File: src/design/sfp_pkg.sv
// Constants, register map and types of the synchronous modem framer
// -----------------------------------------------------------------------------
// -----------------------------------------------------------------------------
package sfp_pkg;
    localparam int CHAR_W = 8;
    localparam int WORD_W = 16;
    localparam logic [7:0] OFF_CTRL = 8'h00;
    localparam logic [7:0] OFF_STAT = 8'h04;
    localparam logic [7:0] OFF_DIN = 8'h08;
    localparam logic [7:0] OFF_DOUT = 8'h0C;
    localparam logic [7:0] OFF_SYNC = 8'h10;
    localparam int CB_BTC = 0;
    localparam int CB_RTS_ON = 4;
    localparam int CB_RTS_OFF = 5;
    localparam int CB_HUNT = 6;
    localparam int CB_PROT = 10;
    localparam int CB_PAR = 11;
    localparam int CB_CHAR = 12;
    localparam int CB_SIM = 14;
    localparam int SB_CTS = 1;
    localparam int SB_PAR_OK = 5;
    localparam int SB_WORD = 8;
    localparam int SB_PAR_PEND = 9;
    localparam int SB_STATE = 12;
    localparam logic [7:0] SYNC1_RST = 8'h55;
    localparam logic [7:0] SYNC2_RST = 8'h32;
    localparam logic [7:0] PAR_EVEN_INIT = 8'h00;
    localparam logic [7:0] PAR_ODD_INIT = 8'hFF;
    localparam logic [3:0] BITS_PER_CHAR = 4'h8;

    typedef enum logic [2:0]
    {
        RX_OFF = 3'b000,
        RX_HUNT1 = 3'b001,
        RX_HUNT2 = 3'b010,
        RX_DATA = 3'b011,
        RX_LAST = 3'b100,
        RX_HOLD = 3'b101
    } sfp_rx_state_type;

    typedef struct packed
    {
        logic char_mode;
        logic par_en;
    } sfp_mode_type;

    typedef struct packed
    {
        logic wr_req;
        logic rd_req;
        logic [15:0] wr_data;
    } sfp_btc_type;
endpackage

File: src/design/sfp_framer.sv
// Synchronous modem character framer with APB registers and block channel
//
// Our own choices: the register addresses and the APB register port.
`timescale 1ns/1ns
module sfp_framer
    import sfp_pkg::*;
#(
    parameter bit P_ODD_PARITY = 1'b0
)
(
    // Clock and reset
    input wire logic i_clock,
    input wire logic i_sys_rst,
    // APB slave
    input wire logic i_psel,
    input wire logic i_penable,
    input wire logic i_pwrite,
    input wire logic [7:0] i_paddr,
    input wire logic [31:0] i_pwdata,
    output logic [31:0] o_prdata,
    output logic o_pready,
    output logic o_pslverr,
    // Block transfer channel
    input wire logic i_btc_wr_ack,
    input wire logic i_btc_rd_ack,
    input wire logic [15:0] i_btc_rd_data,
    input wire logic i_btc_wcc,
    output sfp_btc_type o_btc,
    // Modem
    input wire logic i_rxd,
    input wire logic i_rx_timing,
    input wire logic i_tx_timing,
    input wire logic i_cts,
    output logic o_txd,
    output logic o_rts,
    // Interrupt lines
    output logic o_in_irq,
    output logic o_out_irq,
    output logic o_sync_irq
);
    // Shifters and word packing are built for two 8-bit characters per 16-bit word
    if (CHAR_W != 8 || WORD_W != 2 * CHAR_W)
    begin
        $error("sfp_framer supports only 8-bit characters in 16-bit words");
    end

    // -------------------------------------------------------------------------
    // Synchronisers and edge detection
    // -------------------------------------------------------------------------
    logic rxc_s1_q, rxc_s2_q, rxc_s3_q, rxd_s1_q, rxd_s2_q;
    logic txc_s1_q, txc_s2_q, txc_s3_q, cts_s1_q, cts_s2_q;
    always_ff @(posedge i_clock)
    begin
        if (i_sys_rst)
        begin
            {rxc_s1_q, rxc_s2_q, rxc_s3_q, rxd_s1_q, rxd_s2_q} <= 5'h1F;
            // Transmit timing resets low so that leaving reset can never look like a fall
            {txc_s1_q, txc_s2_q, txc_s3_q, cts_s1_q, cts_s2_q} <= 5'h00;
        end
        else
        begin
            rxc_s1_q <= i_rx_timing;
            rxc_s2_q <= rxc_s1_q;
            rxc_s3_q <= rxc_s2_q;
            rxd_s1_q <= i_rxd;
            rxd_s2_q <= rxd_s1_q;
            txc_s1_q <= i_tx_timing;
            txc_s2_q <= txc_s1_q;
            txc_s3_q <= txc_s2_q;
            cts_s1_q <= i_cts;
            cts_s2_q <= cts_s1_q;
        end
    end
    // Receive samples on the rising edge, transmit changes on the falling one
    wire rx_edge = rxc_s2_q & ~rxc_s3_q;
    wire tx_fall = ~txc_s2_q & txc_s3_q;

    // -------------------------------------------------------------------------
    // APB decode
    // -------------------------------------------------------------------------
    logic pready_q, pslverr_q, snap_word_q, snap_pend_q;
    logic [31:0] prdata_q;
    wire setup = i_psel & ~i_penable;
    wire access = i_psel & i_penable & pready_q;
    wire wr_acc = access & i_pwrite;
    wire rd_acc = access & ~i_pwrite;
    wire mapped = i_paddr == OFF_CTRL || i_paddr == OFF_STAT || i_paddr == OFF_DIN
        || i_paddr == OFF_DOUT || i_paddr == OFF_SYNC;
    wire ctrl_wr = wr_acc && i_paddr == OFF_CTRL;
    wire hunt_cmd = ctrl_wr && i_pwdata[CB_HUNT];
    wire stop_cmd = ctrl_wr && !i_pwdata[CB_HUNT];
    wire dout_wr = wr_acc && i_paddr == OFF_DOUT;
    wire din_rd = rd_acc && i_paddr == OFF_DIN;
    wire stat_rd = rd_acc && i_paddr == OFF_STAT;

    // -------------------------------------------------------------------------
    // Configuration
    // -------------------------------------------------------------------------
    sfp_mode_type mode_q;
    logic [7:0] sync1_q, sync2_q;
    logic rts_q, btc_on_q, btc_in_q, out_arm_q;
    always_ff @(posedge i_clock)
    begin
        if (i_sys_rst)
            mode_q <= '0;
        else if (ctrl_wr && i_pwdata[CB_PROT])
            mode_q <= '{char_mode: i_pwdata[CB_CHAR], par_en: i_pwdata[CB_PAR]};
    end
    always_ff @(posedge i_clock)
    begin
        if (i_sys_rst)
        begin
            sync1_q <= SYNC1_RST;
            sync2_q <= SYNC2_RST;
        end
        else if (wr_acc && i_paddr == OFF_SYNC)
        begin
            sync1_q <= i_pwdata[7:0];
            sync2_q <= i_pwdata[15:8];
        end
    end
    always_ff @(posedge i_clock)
    begin
        if (i_sys_rst)
        begin
            rts_q <= 1'b0;
            btc_on_q <= 1'b0;
            btc_in_q <= 1'b0;
        end
        else if (ctrl_wr)
        begin
            if (i_pwdata[CB_RTS_ON])
                rts_q <= 1'b1;
            else if (i_pwdata[CB_RTS_OFF])
                rts_q <= 1'b0;
            btc_on_q <= i_pwdata[CB_BTC];
            if (i_pwdata[CB_BTC])
                btc_in_q <= i_pwdata[CB_SIM];
        end
    end
    wire btc_rx = btc_on_q & btc_in_q;
    wire btc_tx = btc_on_q & ~btc_in_q;
    wire [7:0] par_init = P_ODD_PARITY ? PAR_ODD_INIT : PAR_EVEN_INIT;

    // -------------------------------------------------------------------------
    // Receive shifter and framing
    // -------------------------------------------------------------------------
    sfp_rx_state_type rx_state_q;
    logic [7:0] rx_sr_q, rx_par_q, hold_q, par_char_q;
    logic [2:0] rx_cnt_q;
    logic hold_v_q, half_q, word_v_q, par_pend_q;
    logic [15:0] word_q;
    wire [7:0] rx_next = {rxd_s2_q, rx_sr_q[7:1]};
    wire char_done = rx_edge && rx_cnt_q == 3'h7;
    wire sync1_hit = rx_next == sync1_q;
    wire sync2_hit = rx_next == sync2_q;
    wire data_char = char_done && rx_state_q == RX_DATA;
    wire last_char = char_done && rx_state_q == RX_LAST;
    wire par_ok = rx_par_q == 8'h00;

    always_ff @(posedge i_clock)
    begin
        if (i_sys_rst)
            rx_sr_q <= 8'h00;
        else if (rx_edge)
            rx_sr_q <= rx_next;
    end
    always_ff @(posedge i_clock)
    begin
        if (i_sys_rst || hunt_cmd || (rx_state_q == RX_HUNT1 && rx_edge && sync1_hit))
            rx_cnt_q <= 3'h0;
        else if (rx_edge)
            rx_cnt_q <= rx_cnt_q + 3'h1;
    end

    always_ff @(posedge i_clock)
    begin
        if (i_sys_rst)
            rx_state_q <= RX_OFF;
        else if (hunt_cmd)
            rx_state_q <= RX_HUNT1;
        else
        begin
            unique case (rx_state_q)
                RX_OFF:
                    rx_state_q <= RX_OFF;
                RX_HUNT1:
                    if (stop_cmd)
                        rx_state_q <= RX_OFF;
                    else if (rx_edge && sync1_hit)
                        rx_state_q <= RX_HUNT2;
                RX_HUNT2:
                    if (stop_cmd)
                        rx_state_q <= RX_OFF;
                    else if (char_done)
                        rx_state_q <= sync2_hit ? RX_DATA : RX_HUNT1;
                RX_DATA:
                    if (stop_cmd || (btc_rx && i_btc_wcc))
                        rx_state_q <= RX_LAST;
                RX_LAST:
                    if (char_done)
                        rx_state_q <= RX_HOLD;
                RX_HOLD:
                    rx_state_q <= RX_HOLD;
                default:
                    rx_state_q <= RX_OFF;
            endcase
        end
    end

    logic sync_irq_q;
    always_ff @(posedge i_clock)
    begin
        if (i_sys_rst)
            sync_irq_q <= 1'b0;
        else
            sync_irq_q <= !hunt_cmd && !stop_cmd && rx_state_q == RX_HUNT2
                && char_done && sync2_hit;
    end

    always_ff @(posedge i_clock)
    begin
        if (i_sys_rst)
            rx_par_q <= PAR_EVEN_INIT;
        else if (hunt_cmd)
            rx_par_q <= par_init;
        else if (data_char || last_char)
            rx_par_q <= rx_par_q ^ rx_next;
    end

    // Holding buffer, then word assembly one cycle later
    always_ff @(posedge i_clock)
    begin
        if (i_sys_rst)
        begin
            hold_q <= 8'h00;
            hold_v_q <= 1'b0;
        end
        else
        begin
            hold_v_q <= data_char;
            if (data_char)
                hold_q <= rx_next;
        end
    end
    always_ff @(posedge i_clock)
    begin
        if (i_sys_rst || hunt_cmd)
        begin
            half_q <= 1'b0;
            word_v_q <= 1'b0;
            word_q <= 16'h0000;
        end
        else
        begin
            // Consumed by the host or the channel; a new word on the same edge wins
            if ((din_rd && snap_word_q) || (o_btc.wr_req && i_btc_wr_ack))
                word_v_q <= 1'b0;
            if (hold_v_q)
            begin
                if (mode_q.char_mode)
                begin
                    word_q <= {8'h00, hold_q};
                    word_v_q <= 1'b1;
                end
                else if (!half_q)
                begin
                    word_q[7:0] <= hold_q;
                    half_q <= 1'b1;
                end
                else
                begin
                    word_q[15:8] <= hold_q;
                    half_q <= 1'b0;
                    word_v_q <= 1'b1;
                end
            end
        end
    end

    always_ff @(posedge i_clock)
    begin
        if (i_sys_rst)
            par_char_q <= 8'h00;
        else if (last_char)
            par_char_q <= rx_next;
    end
    always_ff @(posedge i_clock)
    begin
        if (i_sys_rst)
            par_pend_q <= 1'b0;
        else if (last_char && !btc_rx)
            par_pend_q <= 1'b1;
        else if (hunt_cmd || stat_rd || (din_rd && snap_pend_q))
            par_pend_q <= 1'b0;
    end

    logic in_irq_q;
    always_ff @(posedge i_clock)
    begin
        if (i_sys_rst)
            in_irq_q <= 1'b0;
        else
            in_irq_q <= (word_v_q && !btc_rx) || par_pend_q;
    end

    // -------------------------------------------------------------------------
    // Transmit disassembly and serialiser
    // -------------------------------------------------------------------------
    logic [15:0] dis_q;
    logic [1:0] dis_n_q;
    logic [7:0] tx_sr_q, tx_par_q;
    logic [3:0] tx_left_q;
    logic wcc_seen_q, par_sent_q, txd_q, out_irq_q;
    wire ser_ready = tx_left_q == 4'h0;
    wire take_char = ser_ready && dis_n_q != 2'h0;
    wire send_par = ser_ready && dis_n_q == 2'h0 && btc_tx && mode_q.par_en
        && wcc_seen_q && !par_sent_q;
    wire [7:0] next_char = (dis_n_q == 2'h2 || mode_q.char_mode) ? dis_q[7:0] : dis_q[15:8];
    wire btc_load = o_btc.rd_req && i_btc_rd_ack;

    always_ff @(posedge i_clock)
    begin
        if (i_sys_rst)
        begin
            dis_q <= 16'h0000;
            dis_n_q <= 2'h0;
        end
        else if (dout_wr || btc_load)
        begin
            dis_q <= dout_wr ? i_pwdata[15:0] : i_btc_rd_data;
            dis_n_q <= mode_q.char_mode ? 2'h1 : 2'h2;
        end
        else if (take_char)
            dis_n_q <= dis_n_q - 2'h1;
    end

    always_ff @(posedge i_clock)
    begin
        if (i_sys_rst)
        begin
            tx_sr_q <= 8'h00;
            tx_left_q <= 4'h0;
            txd_q <= 1'b1;
        end
        else if (take_char || send_par)
        begin
            tx_sr_q <= take_char ? next_char : tx_par_q;
            tx_left_q <= BITS_PER_CHAR;
        end
        else if (tx_fall)
        begin
            // Mark idle once a character has gone and nothing follows
            txd_q <= ser_ready ? 1'b1 : tx_sr_q[0];
            tx_sr_q <= {1'b0, tx_sr_q[7:1]};
            if (!ser_ready)
                tx_left_q <= tx_left_q - 4'h1;
        end
    end

    always_ff @(posedge i_clock)
    begin
        if (i_sys_rst)
            tx_par_q <= PAR_EVEN_INIT;
        else if (hunt_cmd)
            tx_par_q <= par_init;
        else if (take_char)
            tx_par_q <= tx_par_q ^ next_char;
    end

    always_ff @(posedge i_clock)
    begin
        if (i_sys_rst || (ctrl_wr && i_pwdata[CB_BTC]))
        begin
            wcc_seen_q <= 1'b0;
            par_sent_q <= 1'b0;
        end
        else
        begin
            if (btc_tx && i_btc_wcc)
                wcc_seen_q <= 1'b1;
            if (send_par)
                par_sent_q <= 1'b1;
        end
    end

    // Output interrupt is armed by the first programmed word, so it stays quiet after reset
    always_ff @(posedge i_clock)
    begin
        if (i_sys_rst || btc_tx)
            out_arm_q <= 1'b0;
        else if (dout_wr)
            out_arm_q <= 1'b1;
    end
    always_ff @(posedge i_clock)
    begin
        if (i_sys_rst)
            out_irq_q <= 1'b0;
        else
            out_irq_q <= out_arm_q && !btc_tx && dis_n_q == 2'h0 && !dout_wr;
    end

    always_ff @(posedge i_clock)
    begin
        if (i_sys_rst)
            o_btc <= '0;
        else
        begin
            o_btc.wr_req <= word_v_q && btc_rx && !(o_btc.wr_req && i_btc_wr_ack);
            o_btc.wr_data <= word_q;
            o_btc.rd_req <= btc_tx && dis_n_q == 2'h0 && !wcc_seen_q && !i_btc_wcc
                && !btc_load;
        end
    end

    // -------------------------------------------------------------------------
    // APB answer: one wait-free access, data latched in the setup cycle
    // -------------------------------------------------------------------------
    logic [31:0] rd_mux;
    always_comb
    begin
        rd_mux = 32'h0000_0000;
        unique case (i_paddr)
            OFF_CTRL:
                rd_mux = {18'h0_0000, mode_q.char_mode, mode_q.par_en, 6'h00, rts_q, 3'h0,
                    btc_in_q, btc_on_q};
            OFF_STAT:
            begin
                rd_mux[SB_CTS] = cts_s2_q;
                rd_mux[SB_PAR_OK] = par_ok;
                rd_mux[SB_WORD] = word_v_q;
                rd_mux[SB_PAR_PEND] = par_pend_q;
                rd_mux[SB_STATE +: 3] = rx_state_q;
            end
            OFF_DIN:
                rd_mux[15:0] = rx_state_q == RX_HOLD ? {8'h00, par_char_q} : word_q;
            OFF_SYNC:
                rd_mux[15:0] = {sync2_q, sync1_q};
            default:
                rd_mux = 32'h0000_0000;
        endcase
    end
    always_ff @(posedge i_clock)
    begin
        if (i_sys_rst)
        begin
            pready_q <= 1'b0;
            pslverr_q <= 1'b0;
            prdata_q <= 32'h0000_0000;
            snap_word_q <= 1'b0;
            snap_pend_q <= 1'b0;
        end
        else
        begin
            pready_q <= setup;
            pslverr_q <= setup && !mapped;
            snap_word_q <= word_v_q;
            snap_pend_q <= par_pend_q;
            if (setup && !i_pwrite)
                prdata_q <= rd_mux;
        end
    end

    assign o_prdata = prdata_q;
    assign o_pready = pready_q;
    assign o_pslverr = pslverr_q;
    assign o_txd = txd_q;
    assign o_rts = rts_q;
    assign o_in_irq = in_irq_q;
    assign o_out_irq = out_irq_q;
    assign o_sync_irq = sync_irq_q;
endmodule

File: config.mk
export PLATFORM = sky130hd
export DESIGN_NAME = sfp_framer
export DESIGN_NICKNAME = d
export VERILOG_FILES = /design/src/design/sfp_pkg.sv /design/src/design/sfp_framer.sv
export SDC_FILE = /design/constraint.sdc
export NUM_CORES = 1
export LEC_CHECK = 0
export ABC_AREA = 1
export BUFFER_PORTS_ARGS = -buffer_cell sky130_fd_sc_hd__buf_4
export CAP_MARGIN = 20
export CORE_UTILIZATION = 56
export DETAILED_ROUTE_END_ITERATION = 10
export PLACE_DENSITY = 0.83
export RECOVER_POWER = 100
export SLEW_MARGIN = 20
export SYNTH_ARGS = -nofsm -noshare
export SYNTH_HDL_FRONTEND = slang
export SYNTH_SLANG_ARGS = --single-unit
File: constraint.sdc
create_clock -name i_clock -period 2.2 [get_ports i_clock]
set_input_delay 0.66 -clock i_clock [delete_from_list [all_inputs] [get_ports i_clock]]
set_output_delay 0.66 -clock i_clock [all_outputs]
set_load 0.01 [all_outputs]
==> impl_metrics.yaml <==
yosys:
  yosys_warnings: 0
  synth_cell_types: 51
  synth_top_area_cell: "dfxtp_1"
  ys.flop_type: "dfxtp_1"
  yosys-top-cells-area: "dfxtp_1 45%, nand2_1 11%, inv_1 5.2%, a21oi_1 4.9%, nor2_1 4.9%"
  yosysMostFrequentCell: "nand2_1"
  netlist_area_um2: 7680
  avgSynthCellArea_um2: 7.60
  yosysTopAreaCellShare: 0.445
  yosysSeqAreaShare: 0.445
  synth-edff-count: 0
  synthArstFlopShare: 0
  ys_top_cells_by_count: "223 x nand2_1, 171 x dfxtp_1, 106 x inv_1, 100 x nor2_1, 75 x a21oi_1"
  synth_cells: 1011
  synth_seq_cells: 171
worst_setup_path:
  path_common_cell: "clkbuf_2"
  slowest_stage: "clkbuf_2"
  crit_fanout: 40
  startpoint: "i_sys_rst"
  critPathLaunchType: "primary input"
  path_cells: "clkbuf_1 > clkbuf_2 > clkbuf_2 > nor2_1"
  max_stage_delay_ns: 0.72
  arrival_ns: 2.31
  path_buf_inv: 3
  crit_type: "primary input to register"
  required_ns: 2.49
  end_kind: "register"
  cp_top_family: "buffers and inverters"
  reg2reg_from: "tx_left_q[0]"
floorplan:
  die_x_um: 119
  ios: 125
  coreArea_um2: 13300
  die_h_um: 119
  initial_core_util: 0.578
  dieArea_um2: 14200
  rows: 42
cts:
  cts_sinks: 171
  cts.path.max_buffers: 2
  post_cts_resized: 0
  holdBufCountCts: 0
  clk_latency_ns: 0.43
  cts_tree: "built"
  cts_root_buffer: "clkbuf_16"
  cts_buffers: 17
  post_cts_buffers: 0
  cts.clk_slew.worst_paths_ns: 0.06
  h-tree-depth: 4
detailed_routing:
  dr_total_vias: 6941
  avgRoutedWirePerCell_um: 15.2
  antenna_left: 0
  drt_wl_total_um: 19700
  first_pass_iters: 7
  drt-initial-drc-count: 673
  drc: 0
  vias_per_cell: 5.36
sta:
  max_freq_ghz: 0.495
  setup_tns_ns: 0
  fin_skew_ns: 0.00936
  setup_ws_ns: 0.178
  hold_viol_final: 0
  grt_setup_unrepaired: "no"
  period_share: 0.919
  worst_pin_slew_ns: 0.915
  setup_viol: 0
  period_minus_slack_ns: 2.02
  relSlewSlack: 0.390
  drv_slew: 0
power:
  p_int_uw: 5480
  p_comb_frac: 0.140
  switching_share: 0.277
  clock_power_share: 0.430
  ir_worst_vdd_mv: 0.573
  pwr-share-seq: 0.430
  p_leak_uw: 0.00371
  p_per_area_nw_per_um2: 854
  p_sw_uw: 2100
place:
  dpl.hpwl_um: 14200
  port_buffers: 92
  gp_congestion: 0.965
  placed_area_um2: 8500
  pre_cts_slack_ns: 0.102
global_route:
  antenna_found_initial: 0
  grt_pass1_vias: 6614
  grt_overflow_total: 0
  grt_pass1_wl_um: 32200
  grt.total_usage: 0.291
  grt_max_degree: 41
final_layout:
  areaGrowthSynthToFinish_pct: 15.4
  multiInputGateArea_um2: 3470
  finalNetCount: 1179
  nFillCells: 1133
  final_design_area_no_fill_um2: 8870
  regArea_um2: 3420
  antenna-diode-count: 0
  drive_above_1_share: 0.138
worst_hold_path:
  hold_class: "register to register"
  hp-start: "rxc_s1_q"
flow_run:
  drv_cap: 0
run_status:
  status: "finished clean"
power groups by stage:
| stage | Clock, uW | Sequential (uW) | Combinational (uW) |
|---|---|---|---|
| floorplan | 0 | 3300 | 912 |
| finish | 3260 | 3260 | 1060 |
| global placement | 0 | 3320 | 1080 |
| detailed placement | 0 | 3330 | 1100 |
| global route | 3430 | 3270 | 1180 |
| CTS | 3280 | 3260 | 1110 |
per-layer routing:
metal / up-vias / global-route usage / share of wire
met2: 296 / 0.488 / 0.48
met1: 3184 / 0.359 / 0.42
met5: - / 0 / 0
met3: 45 / 0.0608 / 0.065
met4: 0 / 0.129 / 0.034
li1: 3416 / - / -
cell families (layout without fill, tap and decap cells):
family	Yosys count	in the layout	synth area share
buffers and inverters	170	262	0.0996
other	1	16	0.000488
adder cells (fa/ha/maj)	6	6	0.00977
AND/OR/NAND/NOR	453	453	0.281
multiplexers	2	2	0.00277
AO/OA/AOI/OAI	191	191	0.141
XOR/XNOR	17	17	0.0194
flip-flops	171	171	0.445
registers in the layout, indices dropped and copies added, names as in the netlist, 4 cells and up:
name and cells:
o_btc 18, dis_q 16, o_prdata 16, word_q 16
hold_q 8, par_char_q 8, rx_par_q 8, sync1_q 8
sync2_q 8, tx_par_q 8, tx_sr_q 8, rx_sr_q 7
tx_left_q 4
stage by stage:
stage | instances | hold WS (ns) | total power, uW | utilization
after floorplan | 1026 | 0.388 | 4210 | -
after global routing | 1294 | 0.408 | 7870 | 0.667
after detailed placement | 1262 | 0.392 | 4430 | 0.640
after CTS | 1294 | 0.403 | 7650 | 0.688
after global placement | 1262 | 0.390 | 4410 | 0.640
final | 1294 | 0.406 | 7580 | 0.667
final cells by class:
class,count,area share
Inverter,117,0.0504
Tap cell,176,0.0248
Multi-Input combinational cell,685,0.391
Clock inverter,14,0.0234
Clock buffer,18,0.0495
Sequential cell,171,0.386
Timing Repair Buffer,113,0.0749
worst paths after layout:
path | cells past startpoint | end | slack, ns
min | 1 | rxc_s2_q | 0.41
min reg2reg | 1 | rxc_s2_q | 0.41
max | 4 | o_btc[14] | 0.18
max reg2reg | 9 | tx_par_q[3] | 0.20
placed cells by master, fill, tap and decap left out, types with 17 or more instances in the layout:
cell type / netlist / final
a21oi_1: 75 / 75
o211ai_1: 26 / 26
nor2_1: 100 / 101
buf_4: 23 / 62
o21ai_0: 49 / 51
dfxtp_1: 171 / 171
inv_1: 106 / 109
clkbuf_1: 17 / 47
nand3_1: 49 / 50
clkbuf_16: 0 / 17
nand2_1: 223 / 234
Note: power is estimated with default switching activity, not from simulation.
